--- config.mk ---
export PLATFORM = sky130hd
export DESIGN_NAME = terminal_run_command_logic
export DESIGN_NICKNAME = d
export VERILOG_FILES = /design/src/core/terminal_run_pkg.sv /design/src/core/terminal_run_command_logic.sv
export VERILOG_INCLUDE_DIRS = /design/src /design/src/core
export SDC_FILE = /design/constraint.sdc
export NUM_CORES = 1
export LEC_CHECK = 0
export ABC_AREA = 1
export BUFFER_PORTS_ARGS = -buffer_cell sky130_fd_sc_hd__buf_2
export CAP_MARGIN = 20
export CELL_PAD_IN_SITES_DETAIL_PLACEMENT = 0
export CELL_PAD_IN_SITES_GLOBAL_PLACEMENT = 1
export CORE_ASPECT_RATIO = 1.4
export CORE_MARGIN = 2
export CORE_UTILIZATION = 39
export CTS_BUF_LIST = sky130_fd_sc_hd__clkbuf_4 sky130_fd_sc_hd__clkbuf_8 sky130_fd_sc_hd__clkbuf_16
export DETAILED_ROUTE_END_ITERATION = 10
export PLACE_DENSITY = 0.93
export SETUP_SLACK_MARGIN = 0.15
export SYNTH_ARGS = -nofsm -noshare
export SYNTH_HDL_FRONTEND = slang
export SYNTH_SLANG_ARGS = --single-unit
export TNS_END_PERCENT = 30
--- constraint.sdc ---
create_clock -name i_clk_sys -period 2.97 [get_ports i_clk_sys]
set_input_delay 0 -clock i_clk_sys [delete_from_list [all_inputs] [get_ports i_clk_sys]]
set_output_delay 0 -clock i_clk_sys [all_outputs]
set_load 0.005 [all_outputs]
--- src/core/terminal_run_regs.svh ---
`ifndef TERMINAL_RUN_REGS_SVH
`define TERMINAL_RUN_REGS_SVH
// Sampling tick and timing figures
`define CLK_HZ            32'd125_000_000
`define TICK_US           32'd1000
`define TICK_CYCLES       ((`CLK_HZ / 32'd1_000_000) * `TICK_US)
`define FILT_MAX_MS       16'h0064
`define FILT_DEF_MS       16'h000A
`define READY_MAX_MS      16'h7530
`define READY_DEF_MS      16'h03E8
// Mode codes
`define MODE_2W_FR        3'h0
`define MODE_2W_RUNDIR    3'h1
`define MODE_3W_ONE       3'h2
`define MODE_3W_TWO       3'h3
`define MODE_2W_THREE     3'h4
// Output function codes
`define FN_NONE           4'h0
`define FN_READY          4'h1
`define FN_RUN            4'h2
`define FN_FAULT_ANY      4'h3
`define FN_FAULT_STOP     4'h4
`define FN_FAULT_RUN      4'h5
`define FN_SWING          4'h6
`define FN_TORQUE         4'h7
`define FN_REVERSE        4'h8
`define FN_UPPER          4'h9
`define FN_LOWER_RUN      4'hA
`define FN_LOWER_ALL      4'hB
`define FN_WIN_ONE        4'hC
`define FN_WIN_TWO        4'hD
`define FN_SET_ARRIVE     4'hE
// Status word layout
`define ST_FIRST_DO       0
`define ST_SECOND_DO      1
`define ST_RELAY          2
`define ST_EXP            4
`define ST_VDO            8
`define ST_WIDTH          10
`endif

--- src/core/terminal_run_pkg.sv ---
package terminal_run_pkg;
  typedef enum logic [1:0] {
    ST_STOP = 2'b00,
    ST_FWD  = 2'b01,
    ST_REV  = 2'b11
  } run_state_t;
endpackage

--- src/core/terminal_run_command_logic.sv ---
`include "terminal_run_regs.svh"
// Function
// - Two-wire mode 2: run switch closed runs, direction picks reverse.
// - Three-wire mode 1: forward press, stop-enable closed, starts forward.
// - Three-wire mode 1: reverse press with stop-enable closed goes reverse.
// - Three-wire mode 1: stop-enable open stops; presses need it closed.
// - Three-wire mode 1: state follows most recent button action.
// - Three-wire mode 2: run press starts, switch picks, enable stops.
// - Filter four base inputs and fast input, 0 to 100 ms, default 10.
// - Protection 1 needs terminal inactive then active after power-on.
// - Input ready time 0 to 30 s, default 1 s.
// - Each virtual input takes a selected bit 0 to 15 of its source.
// - Status word reports ten outputs, 1 means active.
// - First digital output drives function picked by code, default 0.
// - Code 5 running fault, 3 any fault, 4 stopping fault.
// - Mode codes 0,1 two-wire, 2,3 three-wire, 4 third two-wire.
module terminal_run_command_logic
  import terminal_run_pkg::*;
(
  input  wire logic        i_clk_sys,
  input  wire logic        i_nrst,
  input  wire logic        i_clk_en,
  input  wire logic [3:0]  i_base_terminal_inputs,
  input  wire logic        i_fast_pulse_input,
  input  wire logic [2:0]  i_run_mode,
  input  wire logic [6:0]  i_filter_ms,
  input  wire logic [14:0] i_ready_ms,
  input  wire logic        i_protect_en,
  input  wire logic [63:0] i_vin_source,
  input  wire logic [15:0] i_vin_select,
  input  wire logic [3:0]  i_first_do_func,
  input  wire logic        i_drive_ready,
  input  wire logic        i_fault_stop,
  input  wire logic        i_fault_run,
  input  wire logic        i_swing_limit,
  input  wire logic        i_torque_limit,
  input  wire logic        i_upper_limit,
  input  wire logic        i_lower_limit,
  input  wire logic        i_freq_window_one,
  input  wire logic        i_freq_window_two,
  input  wire logic        i_set_arrive,
  input  wire logic [8:0]  i_other_outputs,
  output logic [4:0]       o_filtered_inputs,
  output logic [3:0]       o_virtual_inputs,
  output logic             o_run,
  output logic             o_reverse,
  output logic             o_terminal_ready,
  output logic             o_first_digital_output,
  output logic [9:0]       o_output_status
);

  //////////////////////////////////////////////////////////////////////////
  // Millisecond tick shared by filter and ready timer
  logic [16:0] tick_cnt;
  logic        tick;
  always_ff @(posedge i_clk_sys or negedge i_nrst)
    if (!i_nrst)
    begin
      tick_cnt <= 17'h0_0000;
      tick     <= 1'b0;
    end
    else if (i_clk_en)
    begin
      tick <= (tick_cnt == 17'(`TICK_CYCLES - 1));
      if (tick_cnt == 17'(`TICK_CYCLES - 1))
        tick_cnt <= 17'h0_0000;
      else
        tick_cnt <= tick_cnt + 17'h0_0001;
    end

  //////////////////////////////////////////////////////////////////////////
  // Input filters, one per terminal
  logic [4:0] raw_in;
  assign raw_in = {i_fast_pulse_input, i_base_terminal_inputs};
  logic [6:0] filt_lim;
  // Out-of-range settings are clamped rather than rejected
  assign filt_lim = (7'(`FILT_MAX_MS) < i_filter_ms) ? 7'(`FILT_MAX_MS)
                                                     : i_filter_ms;
  genvar g;
  generate
    for (g = 0; g < 5; g = g + 1)
    begin : g_filt
      logic [6:0] cnt;
      always_ff @(posedge i_clk_sys or negedge i_nrst)
        if (!i_nrst)
        begin
          cnt                  <= 7'h00;
          o_filtered_inputs[g] <= 1'b0;
        end
        else if (i_clk_en)
        begin
          if (raw_in[g] == o_filtered_inputs[g])
            cnt <= 7'h00;
          else if (filt_lim == 7'h00 || (tick && cnt + 7'h01 >= filt_lim))
          begin
            o_filtered_inputs[g] <= raw_in[g];
            cnt                  <= 7'h00;
          end
          else if (tick)
            cnt <= cnt + 7'h01;
        end
    end
  endgenerate

  //////////////////////////////////////////////////////////////////////////
  // Ready time after reset; commands ignored until it expires
  logic [14:0] ready_cnt;
  logic [14:0] ready_lim;
  assign ready_lim = (15'(`READY_MAX_MS) < i_ready_ms) ? 15'(`READY_MAX_MS)
                                                       : i_ready_ms;
  always_ff @(posedge i_clk_sys or negedge i_nrst)
    if (!i_nrst)
    begin
      ready_cnt        <= 15'h0000;
      o_terminal_ready <= 1'b0;
    end
    else if (i_clk_en && !o_terminal_ready)
    begin
      if (ready_cnt >= ready_lim)
        o_terminal_ready <= 1'b1;
      else if (tick)
        ready_cnt <= ready_cnt + 15'h0001;
    end

  //////////////////////////////////////////////////////////////////////////
  // Run command decode
  logic t0, t1, t2, t0_q, t1_q, cmd_any;
  assign t0 = o_filtered_inputs[0];
  assign t1 = o_filtered_inputs[1];
  assign t2 = o_filtered_inputs[2];
  always_ff @(posedge i_clk_sys or negedge i_nrst)
    if (!i_nrst)
    begin
      t0_q <= 1'b0;
      t1_q <= 1'b0;
    end
    else if (i_clk_en)
    begin
      t0_q <= t0;
      t1_q <= t1;
    end

  // Protection latch: run terminals must be seen inactive after ready
  logic armed;
  always_ff @(posedge i_clk_sys or negedge i_nrst)
    if (!i_nrst)
      armed <= 1'b0;
    else if (i_clk_en && o_terminal_ready && (!i_protect_en || !cmd_any))
      armed <= 1'b1;

  run_state_t state, next_state;
  always_comb
  begin
    next_state = state;
    cmd_any    = t0 | t1;
    unique case (i_run_mode)
      `MODE_2W_FR:
        next_state = (t0 ^ t1) ? (t0 ? ST_FWD : ST_REV) : ST_STOP;
      `MODE_2W_RUNDIR, `MODE_2W_THREE:
      begin
        cmd_any    = t0;
        next_state = t0 ? (t1 ? ST_REV : ST_FWD) : ST_STOP;
      end
      `MODE_3W_ONE:
      begin
        if (!t2)
          next_state = ST_STOP;
        else if (t1 && !t1_q)
          next_state = ST_REV;
        else if (t0 && !t0_q)
          next_state = ST_FWD;
      end
      `MODE_3W_TWO:
      begin
        cmd_any = t0;
        if (!t2)
          next_state = ST_STOP;
        else if (t0 && !t0_q)
          next_state = t1 ? ST_REV : ST_FWD;
        else if (state != ST_STOP)
          next_state = t1 ? ST_REV : ST_FWD;
      end
      default:
        next_state = ST_STOP;
    endcase
    if (!armed)
      next_state = ST_STOP;
  end

  always_ff @(posedge i_clk_sys or negedge i_nrst)
    if (!i_nrst)
    begin
      state     <= ST_STOP;
      o_run     <= 1'b0;
      o_reverse <= 1'b0;
    end
    else if (i_clk_en)
    begin
      state     <= next_state;
      o_run     <= (next_state != ST_STOP);
      o_reverse <= (next_state == ST_REV);
    end

  //////////////////////////////////////////////////////////////////////////
  // Virtual inputs: source word per input, nibble of selector picks bit
  generate
    for (g = 0; g < 4; g = g + 1)
    begin : g_vin
      always_ff @(posedge i_clk_sys or negedge i_nrst)
        if (!i_nrst)
          o_virtual_inputs[g] <= 1'b0;
        else if (i_clk_en)
          o_virtual_inputs[g] <=
            i_vin_source[16*g + i_vin_select[4*g +: 4]];
    end
  endgenerate

  //////////////////////////////////////////////////////////////////////////
  // First digital output function select and status word
  logic fn_out;
  always_comb
  begin
    unique case (i_first_do_func)
      `FN_READY:      fn_out = i_drive_ready;
      `FN_RUN:        fn_out = o_run;
      `FN_FAULT_ANY:  fn_out = i_fault_stop | i_fault_run;
      `FN_FAULT_STOP: fn_out = i_fault_stop;
      `FN_FAULT_RUN:  fn_out = i_fault_run;
      `FN_SWING:      fn_out = i_swing_limit;
      `FN_TORQUE:     fn_out = i_torque_limit;
      `FN_REVERSE:    fn_out = o_run & o_reverse;
      `FN_UPPER:      fn_out = i_upper_limit;
      // Lower limit code 10 is masked while stopped
      `FN_LOWER_RUN:  fn_out = i_lower_limit & o_run;
      `FN_LOWER_ALL:  fn_out = i_lower_limit;
      `FN_WIN_ONE:    fn_out = i_freq_window_one;
      `FN_WIN_TWO:    fn_out = i_freq_window_two;
      `FN_SET_ARRIVE: fn_out = i_set_arrive;
      default:        fn_out = 1'b0;
    endcase
  end

  always_ff @(posedge i_clk_sys or negedge i_nrst)
    if (!i_nrst)
    begin
      o_first_digital_output <= 1'b0;
      o_output_status        <= 10'h000;
    end
    else if (i_clk_en)
    begin
      o_first_digital_output <= fn_out;
      o_output_status        <= {i_other_outputs, fn_out};
    end

endmodule // terminal_run_command_logic

==> impl_metrics.csv, run 1 <==
group,metric,value,unit
run_status,outcome,"finished clean",
grt,global_route_usage_over_all_layers,0.198,
worst_setup_path,worst-r2r-setup-slack,0.53,ns
layout,final-instance-count-excl-fill,1583,
placed_design,detailedPlacementHpwl,15.4,mm
layout,total_area_of_multi_input_combinational_cells,0.00473,mm2
timing,worst_pin_slew,0.585,ns
logic_synthesis,number_of_synthesized_flops_with_an_enable_pin,0,
placed_design,routabilityCongestion,0.815,
cts,cts_root_buffer,"sky130_fd_sc_hd__clkbuf_16",
floorplanning,die_area,0.0210,mm2
grt,maximum_number_of_pins_on_one_net_before_global_route_repair,43,
cts,cts_htree_levels,3,
detailed_routing,drt_wl_total,19.9,mm
logic_synthesis,postSynth.asyncResetShare,1.00,
power,leakagePower,5.32,nW
detailed_routing,post_route_drc,0,
logic_synthesis,yosys.cell_types.count,40,
cts,worst_skew_pair.late_latency,0.36,ns
logic_synthesis,netlist_area,0.00773,mm2
floorplanning,chipWidth,123,um
detailed_routing,wire_per_inst,12.6,um
layout,seqCellArea,0.00238,mm2
grt,antenna_found_initial,0,
worst_setup_path,crit_path_end,"g_filt[0].cnt[4]",
cts,cts_max_path_buffers,2,
worst_setup_path,critPathLaunch,"g_filt[0].cnt[0]",
timing,timing_hold_violations_final,0,
power,power_total,3.63,mW
layout,drive_gt1_frac,0.157,
floorplanning,floorplan.initialDensity,0.401,
grt,grt_pass1_vias,7502,
logic_synthesis,ys.warnings.count,0,
timing,final_min_period_over_clock_period,0.821,
power,p_per_area,392,mW/mm2
worst_setup_path,critical_path.endpoint_type,"flip-flop",
cts,postCtsSetupRepairBufs,0,
layout,fillers,1978,
worst_setup_path,r2r_cells,11,
logic_synthesis,synth.avg_cell_area,6.68,um2
layout,finalNetCount,1527,
timing,timing.fmax,0.410,GHz
logic_synthesis,netlist_instances,1157,
timing,worst_slack,0.532,ns
grt,grt_remaining_overflow,0,
worst_setup_path,timing.rr.end,"g_filt[0].cnt[4]",
worst_setup_path,maximum_fanout_count_along_the_critical_path,7,
cts,clock_sink_count,95,
placed_design,portBuffers,159,
worst_setup_path,arrival,2.73,ns
detailed_routing,dr_total_vias,7805,
cts,number_of_clock_buffers_inserted_by_tritoncts,9,
detailed_routing,drt-vias-per-instance,4.93,
floorplanning,coreArea,0.0193,mm2
layout,flow.area_growth_from_synthesis,19.9,%
layout,layout_commonest_cell,"sky130_fd_sc_hd__nand2_1",
detailed_routing,drt_iter0_drc,355,
placed_design,pre_cts_ws,0.505,ns
layout,finalCoreUtilization,0.480,
layout,layout.cells.most_common_list,"sky130_fd_sc_hd__nand2_1 (441), sky130_fd_sc_hd__buf_2 (158), sky130_fd_sc_hd__inv_1 (126)",
cts,tritoncts,"built",
timing,finalSetupViolations,0,
timing,fin_max_slew_vios,0,
timing,timing.max_slew.rel_slack,0.609,
grt,grt_pass1_wl,33.6,mm
logic_synthesis,synth-seq-area-share,0.308,
logic_synthesis,yosys_most_used_dff,"sky130_fd_sc_hd__dfrtp_1",
timing,skew,0.00857,ns
logic_synthesis,postSynthNetCount,1354,
cts,cts.clk_slew.worst_paths,0.07,ns
worst_setup_path,crit_type,"reg2reg",
detailed_routing,firstDrtPassIters,5,
floorplanning,fp.dieH,171,um
power,peakVddDrop,0.000293,V
floorplanning,core.rowCount,60,
worst_setup_path,crit-reg2reg-launch,"g_filt[0].cnt[0]",
timing,post-route-min-period,2.44,ns
detailed_routing,drt.antenna.violating_nets,0,
placed_design,placedCellCount,1547,
timing,rsz0062_at_grt,"false",
logic_synthesis,postSynthRegisterBits,95,
worst_setup_path,crit_path_start_kind,"flip-flop",
worst_setup_path,crit_required,3.26,ns
timing,final.setup.tns,0,ns
min_path,min_path_type,"in2reg",
floorplanning,io_pins,160,
job,reported_max_cap_violation_count,0,
layout,diodes,0,
-- metal layers --
metal | global-route usage | routed length (um) | part of all wire
met5 | 0 | 0 | 0
met3 | 0.0250 | 749 | 0.038
met4 | 0.0695 | 420 | 0.021
met2 | 0.362 | 10100 | 0.51
met1 | 0.233 | 8660 | 0.43
-- synth_stat cells (2+ instances only) --
library cell               number  area share
sky130_fd_sc_hd__o211ai_1       3      0.0029
sky130_fd_sc_hd__inv_1        126       0.061
sky130_fd_sc_hd__nor2_2         4      0.0032
sky130_fd_sc_hd__o31ai_1        3      0.0029
sky130_fd_sc_hd__nand3b_1      13       0.013
sky130_fd_sc_hd__nand4_1       32       0.026
sky130_fd_sc_hd__o21ai_0       17       0.011
sky130_fd_sc_hd__xor2_1        34       0.039
sky130_fd_sc_hd__nand2_2        6      0.0049
sky130_fd_sc_hd__a21o_1         2      0.0019
sky130_fd_sc_hd__nor2_1        96       0.047
sky130_fd_sc_hd__buf_6          2      0.0029
sky130_fd_sc_hd__a21oi_1       40       0.026
sky130_fd_sc_hd__ha_1          60       0.097
sky130_fd_sc_hd__nor4_1         4      0.0032
sky130_fd_sc_hd__buf_4          8      0.0078
sky130_fd_sc_hd__clkbuf_1       2     0.00097
sky130_fd_sc_hd__and3_1         2      0.0016
sky130_fd_sc_hd__nand2_4        3      0.0044
sky130_fd_sc_hd__nor3_1        14      0.0091
sky130_fd_sc_hd__nor3_2         2      0.0026
sky130_fd_sc_hd__dfrtp_1       95        0.31
sky130_fd_sc_hd__o21ai_2        4      0.0045
sky130_fd_sc_hd__nand2_1      441        0.21
sky130_fd_sc_hd__nand3_4        2      0.0045
sky130_fd_sc_hd__xnor2_1        6      0.0068
sky130_fd_sc_hd__nand3_1      113       0.073
sky130_fd_sc_hd__nor2_4         2      0.0029
sky130_fd_sc_hd__buf_2         10      0.0065
-- worst max-delay path, stage by stage (launching register included) --
cell and delay, ns:
sky130_fd_sc_hd__dfrtp_1 0.41, sky130_fd_sc_hd__ha_1 0.21, sky130_fd_sc_hd__nand3_1 0.12, sky130_fd_sc_hd__nand3b_1 0.19
sky130_fd_sc_hd__xnor2_1 0.20, sky130_fd_sc_hd__ha_1 0.28, sky130_fd_sc_hd__a21o_1 0.18, sky130_fd_sc_hd__nor2_1 0.09
sky130_fd_sc_hd__nand3_1 0.10, sky130_fd_sc_hd__nor2_1 0.36, sky130_fd_sc_hd__nand3_1 0.14, sky130_fd_sc_hd__nand2_1 0.09
-- registers in the layout, summed over array words and instances, names as in the netlist --
name / flops
tick_cnt: 17
o_output_status: 10
t0_q: 1
t2: 1
o_virtual_inputs: 4
armed: 1
o_run: 1
o_filtered_inputs: 2
o_terminal_ready: 1
t1: 1
tick: 1
state: 2
t1_q: 1
o_reverse: 1
t0: 1
g_filt.cnt: 35
ready_cnt: 15
-- power breakdown --
group          switching, mW  leakage (nW)  internal, mW
Sequential             0.116          1.24          1.39
Combinational          0.486          3.92         0.328
Clock                  0.536         0.159         0.771
Total                   1.14          5.32          2.49
-- area by class of cell --
cell class / count / area share
clock inverters: 5 / 0.00878
inverters: 127 / 0.0514
flip-flops and latches: 95 / 0.257
repair buffers: 185 / 0.113
well taps: 248 / 0.0335
clock buffers: 11 / 0.0266
multi-input cells: 912 / 0.511
-- cells by family (layout without fill, tap and decap cells) --
logic type	count (synthesis)	count (layout)	share of synthesized area
buffers and inverters	150	328	0.0803
adders and majority gates	60	60	0.0972
DFF	95	95	0.308
and+or+nand+nor	736	736	0.411
xor gates and xnor gates	41	41	0.0474
AOI/OAI and AO/OA	75	75	0.0560
-- how the worst min path moves through the flow --
stage	start	endpoint	slack, ns	cells past startpoint
after floorplan	i_nrst	armed	-0.30	0
after global placement	i_nrst	g_filt[4].cnt[2]	0.04	1
after detailed placement	i_nrst	g_filt[4].cnt[2]	0.04	1
after CTS	i_vin_select[2]	o_virtual_inputs[0]	0.01	5
after global routing	i_vin_select[2]	o_virtual_inputs[0]	0.05	5
final	i_vin_select[2]	o_virtual_inputs[0]	0.02	5
-- stage by stage --
| step | hold WS, ns | area (um2) |
|---|---|---|
| 4_1_cts | 0.0149 | 9270 |
| 3_3_place_gp | 0.0353 | 8740 |
| 5_1_grt | 0.0538 | 9270 |
| 6_report | 0.0198 | 9270 |
| 3_5_place_dp | 0.0393 | 8740 |
| 2_1_floorplan | -0.296 | 7730 |
-- what timing repair did --
action | in CTS | in global routing
endpoints found under the setup margin | 0 | 2
endpoints found under the hold margin | 59 | 0
resized for setup | 0 | 1
hold buffers | 20 | 0
(Power assumes the default switching activity.)
==> inputs of run 2 (changes only) <==
--- a/config.mk
+++ b/config.mk
@@ -13,10 +13,10 @@
 export CELL_PAD_IN_SITES_GLOBAL_PLACEMENT = 1
 export CORE_ASPECT_RATIO = 1.4
 export CORE_MARGIN = 2
-export CORE_UTILIZATION = 39
+export CORE_UTILIZATION = 36
 export CTS_BUF_LIST = sky130_fd_sc_hd__clkbuf_4 sky130_fd_sc_hd__clkbuf_8 sky130_fd_sc_hd__clkbuf_16
 export DETAILED_ROUTE_END_ITERATION = 10
-export PLACE_DENSITY = 0.93
+export PLACE_DENSITY = 0.91
 export SETUP_SLACK_MARGIN = 0.15
 export SYNTH_ARGS = -nofsm -noshare
 export SYNTH_HDL_FRONTEND = slang
==> constraint.sdc (replaced) <==
create_clock -name i_clk_sys -period 2.2 [get_ports i_clk_sys]
set_input_delay 0 -clock i_clk_sys [delete_from_list [all_inputs] [get_ports i_clk_sys]]
set_output_delay 0 -clock i_clk_sys [all_outputs]
set_load 0.005 [all_outputs]
==> run 2 against run 1 <==
The flow now finishes with violations (setup timing). Register-to-register slack got worse by 0.59 ns. Sequential cell count unchanged. Sequential power increased by 35%. Core utilization decreased by 0.59 points. Maximum frequency increased by 7.8%. Via count increased by 3.1%. Clock skew decreased by 0.00063 ns.
==> impl_metrics.csv, run 2 (synthesis gave the netlist of run 1 again) <==
group,metric,value,unit
worst_setup_path,crit_type,"reg2reg",
floorplanning,io_pins,160,
worst_setup_path,worstPathCellList,"ha_2, nand3_2, nand3b_1, xnor2_2, ha_1, a21o_1, nor2_2, nand3_2, nor2_4, nand3_2, nand2_2",
worst_setup_path,crit_required,2.50,ns
worst_setup_path,crit-reg2reg-launch,"g_filt[0].cnt[0]",
placed_design,portBuffers,159,
grt,grt_pass1_vias,7962,
layout,fillers,2147,
timing,finalSetupViolations,8,
worst_setup_path,critical_path.endpoint_type,"flip-flop",
placed_design,detailedPlacementHpwl,15.7,mm
cts,cts_htree_levels,3,
detailed_routing,dr_total_vias,8045,
run_status,violations,"setup timing",
power,leakagePower,5.60,nW
detailed_routing,wire_per_inst,13.0,um
layout,layout.cells.most_common_list,"sky130_fd_sc_hd__nand2_1 (429), sky130_fd_sc_hd__buf_2 (158), sky130_fd_sc_hd__inv_1 (118)",
timing,final_min_period_over_clock_period,1.03,
min_path,min_path_type,"in2reg",
floorplanning,floorplan.initialDensity,0.366,
run_status,outcome,"finished with violations",
worst_setup_path,arrival,2.56,ns
detailed_routing,drt_wl_total,21.2,mm
cts,worst_skew_pair.late_latency,0.36,ns
layout,largest_register_ff_count,35,
layout,flow.area_growth_from_synthesis,29.7,%
floorplanning,die_area,0.0227,mm2
worst_setup_path,cpMaxStageDelayCell,"sky130_fd_sc_hd__dfrtp_1",
timing,worst_slack,-0.0621,ns
worst_setup_path,maximum_fanout_count_along_the_critical_path,7,
detailed_routing,drt_iter0_drc,452,
layout,seqCellArea,0.00238,mm2
cts,clock_sink_count,95,
worst_setup_path,critPathLaunch,"g_filt[0].cnt[0]",
timing,timing_hold_violations_final,0,
timing,post-route-min-period,2.26,ns
detailed_routing,firstDrtPassIters,5,
timing,rsz0062_at_grt,"true",
grt,grt_pass1_wl,35.3,mm
layout,finalNetCount,1567,
grt,antenna_found_initial,1,
detailed_routing,drt.antenna.violating_nets,0,
floorplanning,core.rowCount,63,
floorplanning,fp.dieH,177,um
placed_design,routabilityCongestion,0.854,
floorplanning,coreArea,0.0211,mm2
grt,maximum_number_of_pins_on_one_net_before_global_route_repair,96,
cts,cts.clk_slew.worst_paths,0.07,ns
power,p_per_area,498,mW/mm2
layout,total_area_of_multi_input_combinational_cells,0.00514,mm2
timing,skew,0.00794,ns
timing,final.hold.worst_slack,0.0368,ns
worst_setup_path,timing.critical_path.mode_cell,"sky130_fd_sc_hd__nand3_2",
cts,number_of_clock_buffers_inserted_by_tritoncts,9,
cts,tritoncts,"built",
layout,layout_top_registers,"g_filt.cnt x35, tick_cnt x17, ready_cnt x15",
worst_setup_path,r2r_cells,11,
layout,layout_commonest_cell,"sky130_fd_sc_hd__nand2_1",
timing,timing.max_slew.rel_slack,0.651,
layout,drive_gt1_frac,0.236,
timing,timing.fmax,0.442,GHz
worst_setup_path,crit_path_start_kind,"flip-flop",
grt,grt_remaining_overflow,0,
worst_setup_path,timing.rr.end,"g_filt[0].cnt[6]",
power,peakVddDrop,0.000343,V
worst_setup_path,worst-r2r-setup-slack,-0.06,ns
job,reported_max_cap_violation_count,0,
detailed_routing,drt-vias-per-instance,4.92,
cts,cts_root_buffer,"sky130_fd_sc_hd__clkbuf_16",
min_path,hold_depth,5,
grt,global_route_usage_over_all_layers,0.190,
timing,worst_pin_slew,0.523,ns
timing,fin_max_slew_vios,0,
power,power_total,4.99,mW
worst_setup_path,crit_path_end,"g_filt[0].cnt[6]",
detailed_routing,post_route_drc,0,
worst_setup_path,critPathMaxStageDelay,0.37,ns
floorplanning,chipWidth,128,um
cts,cts_max_path_buffers,2,
layout,register_ranked_first_by_flip_flop_count,"g_filt.cnt",
layout,finalCoreUtilization,0.474,
## run 2: cell count changes in the layout (fill, tap and decap cells not counted), moves of 7 or more
cell,previous run,this run
sky130_fd_sc_hd__buf_4,7,40
sky130_fd_sc_hd__nand3_1,113,94
sky130_fd_sc_hd__nand3_2,0,16
sky130_fd_sc_hd__nand2_1,441,429
sky130_fd_sc_hd__ha_1,60,49
sky130_fd_sc_hd__nand2_2,6,16
sky130_fd_sc_hd__nor2_1,95,85
sky130_fd_sc_hd__inv_1,126,118
sky130_fd_sc_hd__inv_2,1,9
sky130_fd_sc_hd__ha_4,0,7
## run 2: report_power, final
group,total (mW),switching (mW),internal [mW]
Combinational,1.25,0.717,0.537
Clock,1.69,0.709,0.986
Sequential,2.04,0.154,1.88
Total,4.99,1.58,3.41
## run 2: worst min-delay path by stage
stage / startpoint / end / slack (ns)
floorplan: i_nrst / armed / -0.30
global placement: i_nrst / g_filt[4].cnt[1] / 0.10
detailed placement: i_nrst / g_filt[4].cnt[1] / 0.10
CTS: i_vin_select[2] / o_virtual_inputs[0] / 0.03
global route: i_vin_select[2] / o_virtual_inputs[0] / 0.05
finish: i_vin_select[2] / o_virtual_inputs[0] / 0.04
## run 2: final cells by class
cell class | instances | area share
multi-input cells | 912 | 0.513
flip-flops and latches | 95 | 0.237
repair buffers | 225 | 0.138
inverters | 127 | 0.0476
well taps | 260 | 0.0325
clock buffers | 14 | 0.0275
clock inverters | 2 | 0.00387
diodes | 1 | 0.000250
## run 2: metrics by stage
step	cell area (um2)	setup WS, ns	setup TNS [ns]	std cells
global route	10000	-0.180	-2.59	1636
global placement	8930	0.000238	0	1579
CTS	9780	0.0263	0	1629
floorplan	7730	0.0849	0	1157
detailed placement	8930	-0.0606	-0.650	1579
finish	10000	-0.0621	-0.344	1636
## run 2: worst max-delay path, delay by kind of cell, from the launching register on
family          cells  cell delay, ns
compound gates      1            0.18
fa+ha+maj           2            0.53
simple gates        7            0.95
flops               1            0.37
xor+xnor            1            0.17
## run 2: routing by layer
metal  share of wire  routed length [um]  track usage  vias up
met5               0                   0            0        -
met2            0.52               11100        0.363      164
met1            0.42                8880        0.210     3694
li1                -                   -            -     4145
met4           0.025                 536       0.0701        0
met3           0.034                 718       0.0274       42
## run 2: repair_timing
item / 4_1_cts / 5_1_grt
buffers inserted: 13 / 6
pin swaps: 33 / 40
hold endpoints to repair: 115 / 0
hold buffers: 21 / 0
resized for setup: 49 / 45
endpoints found under the setup margin: 40 / 52
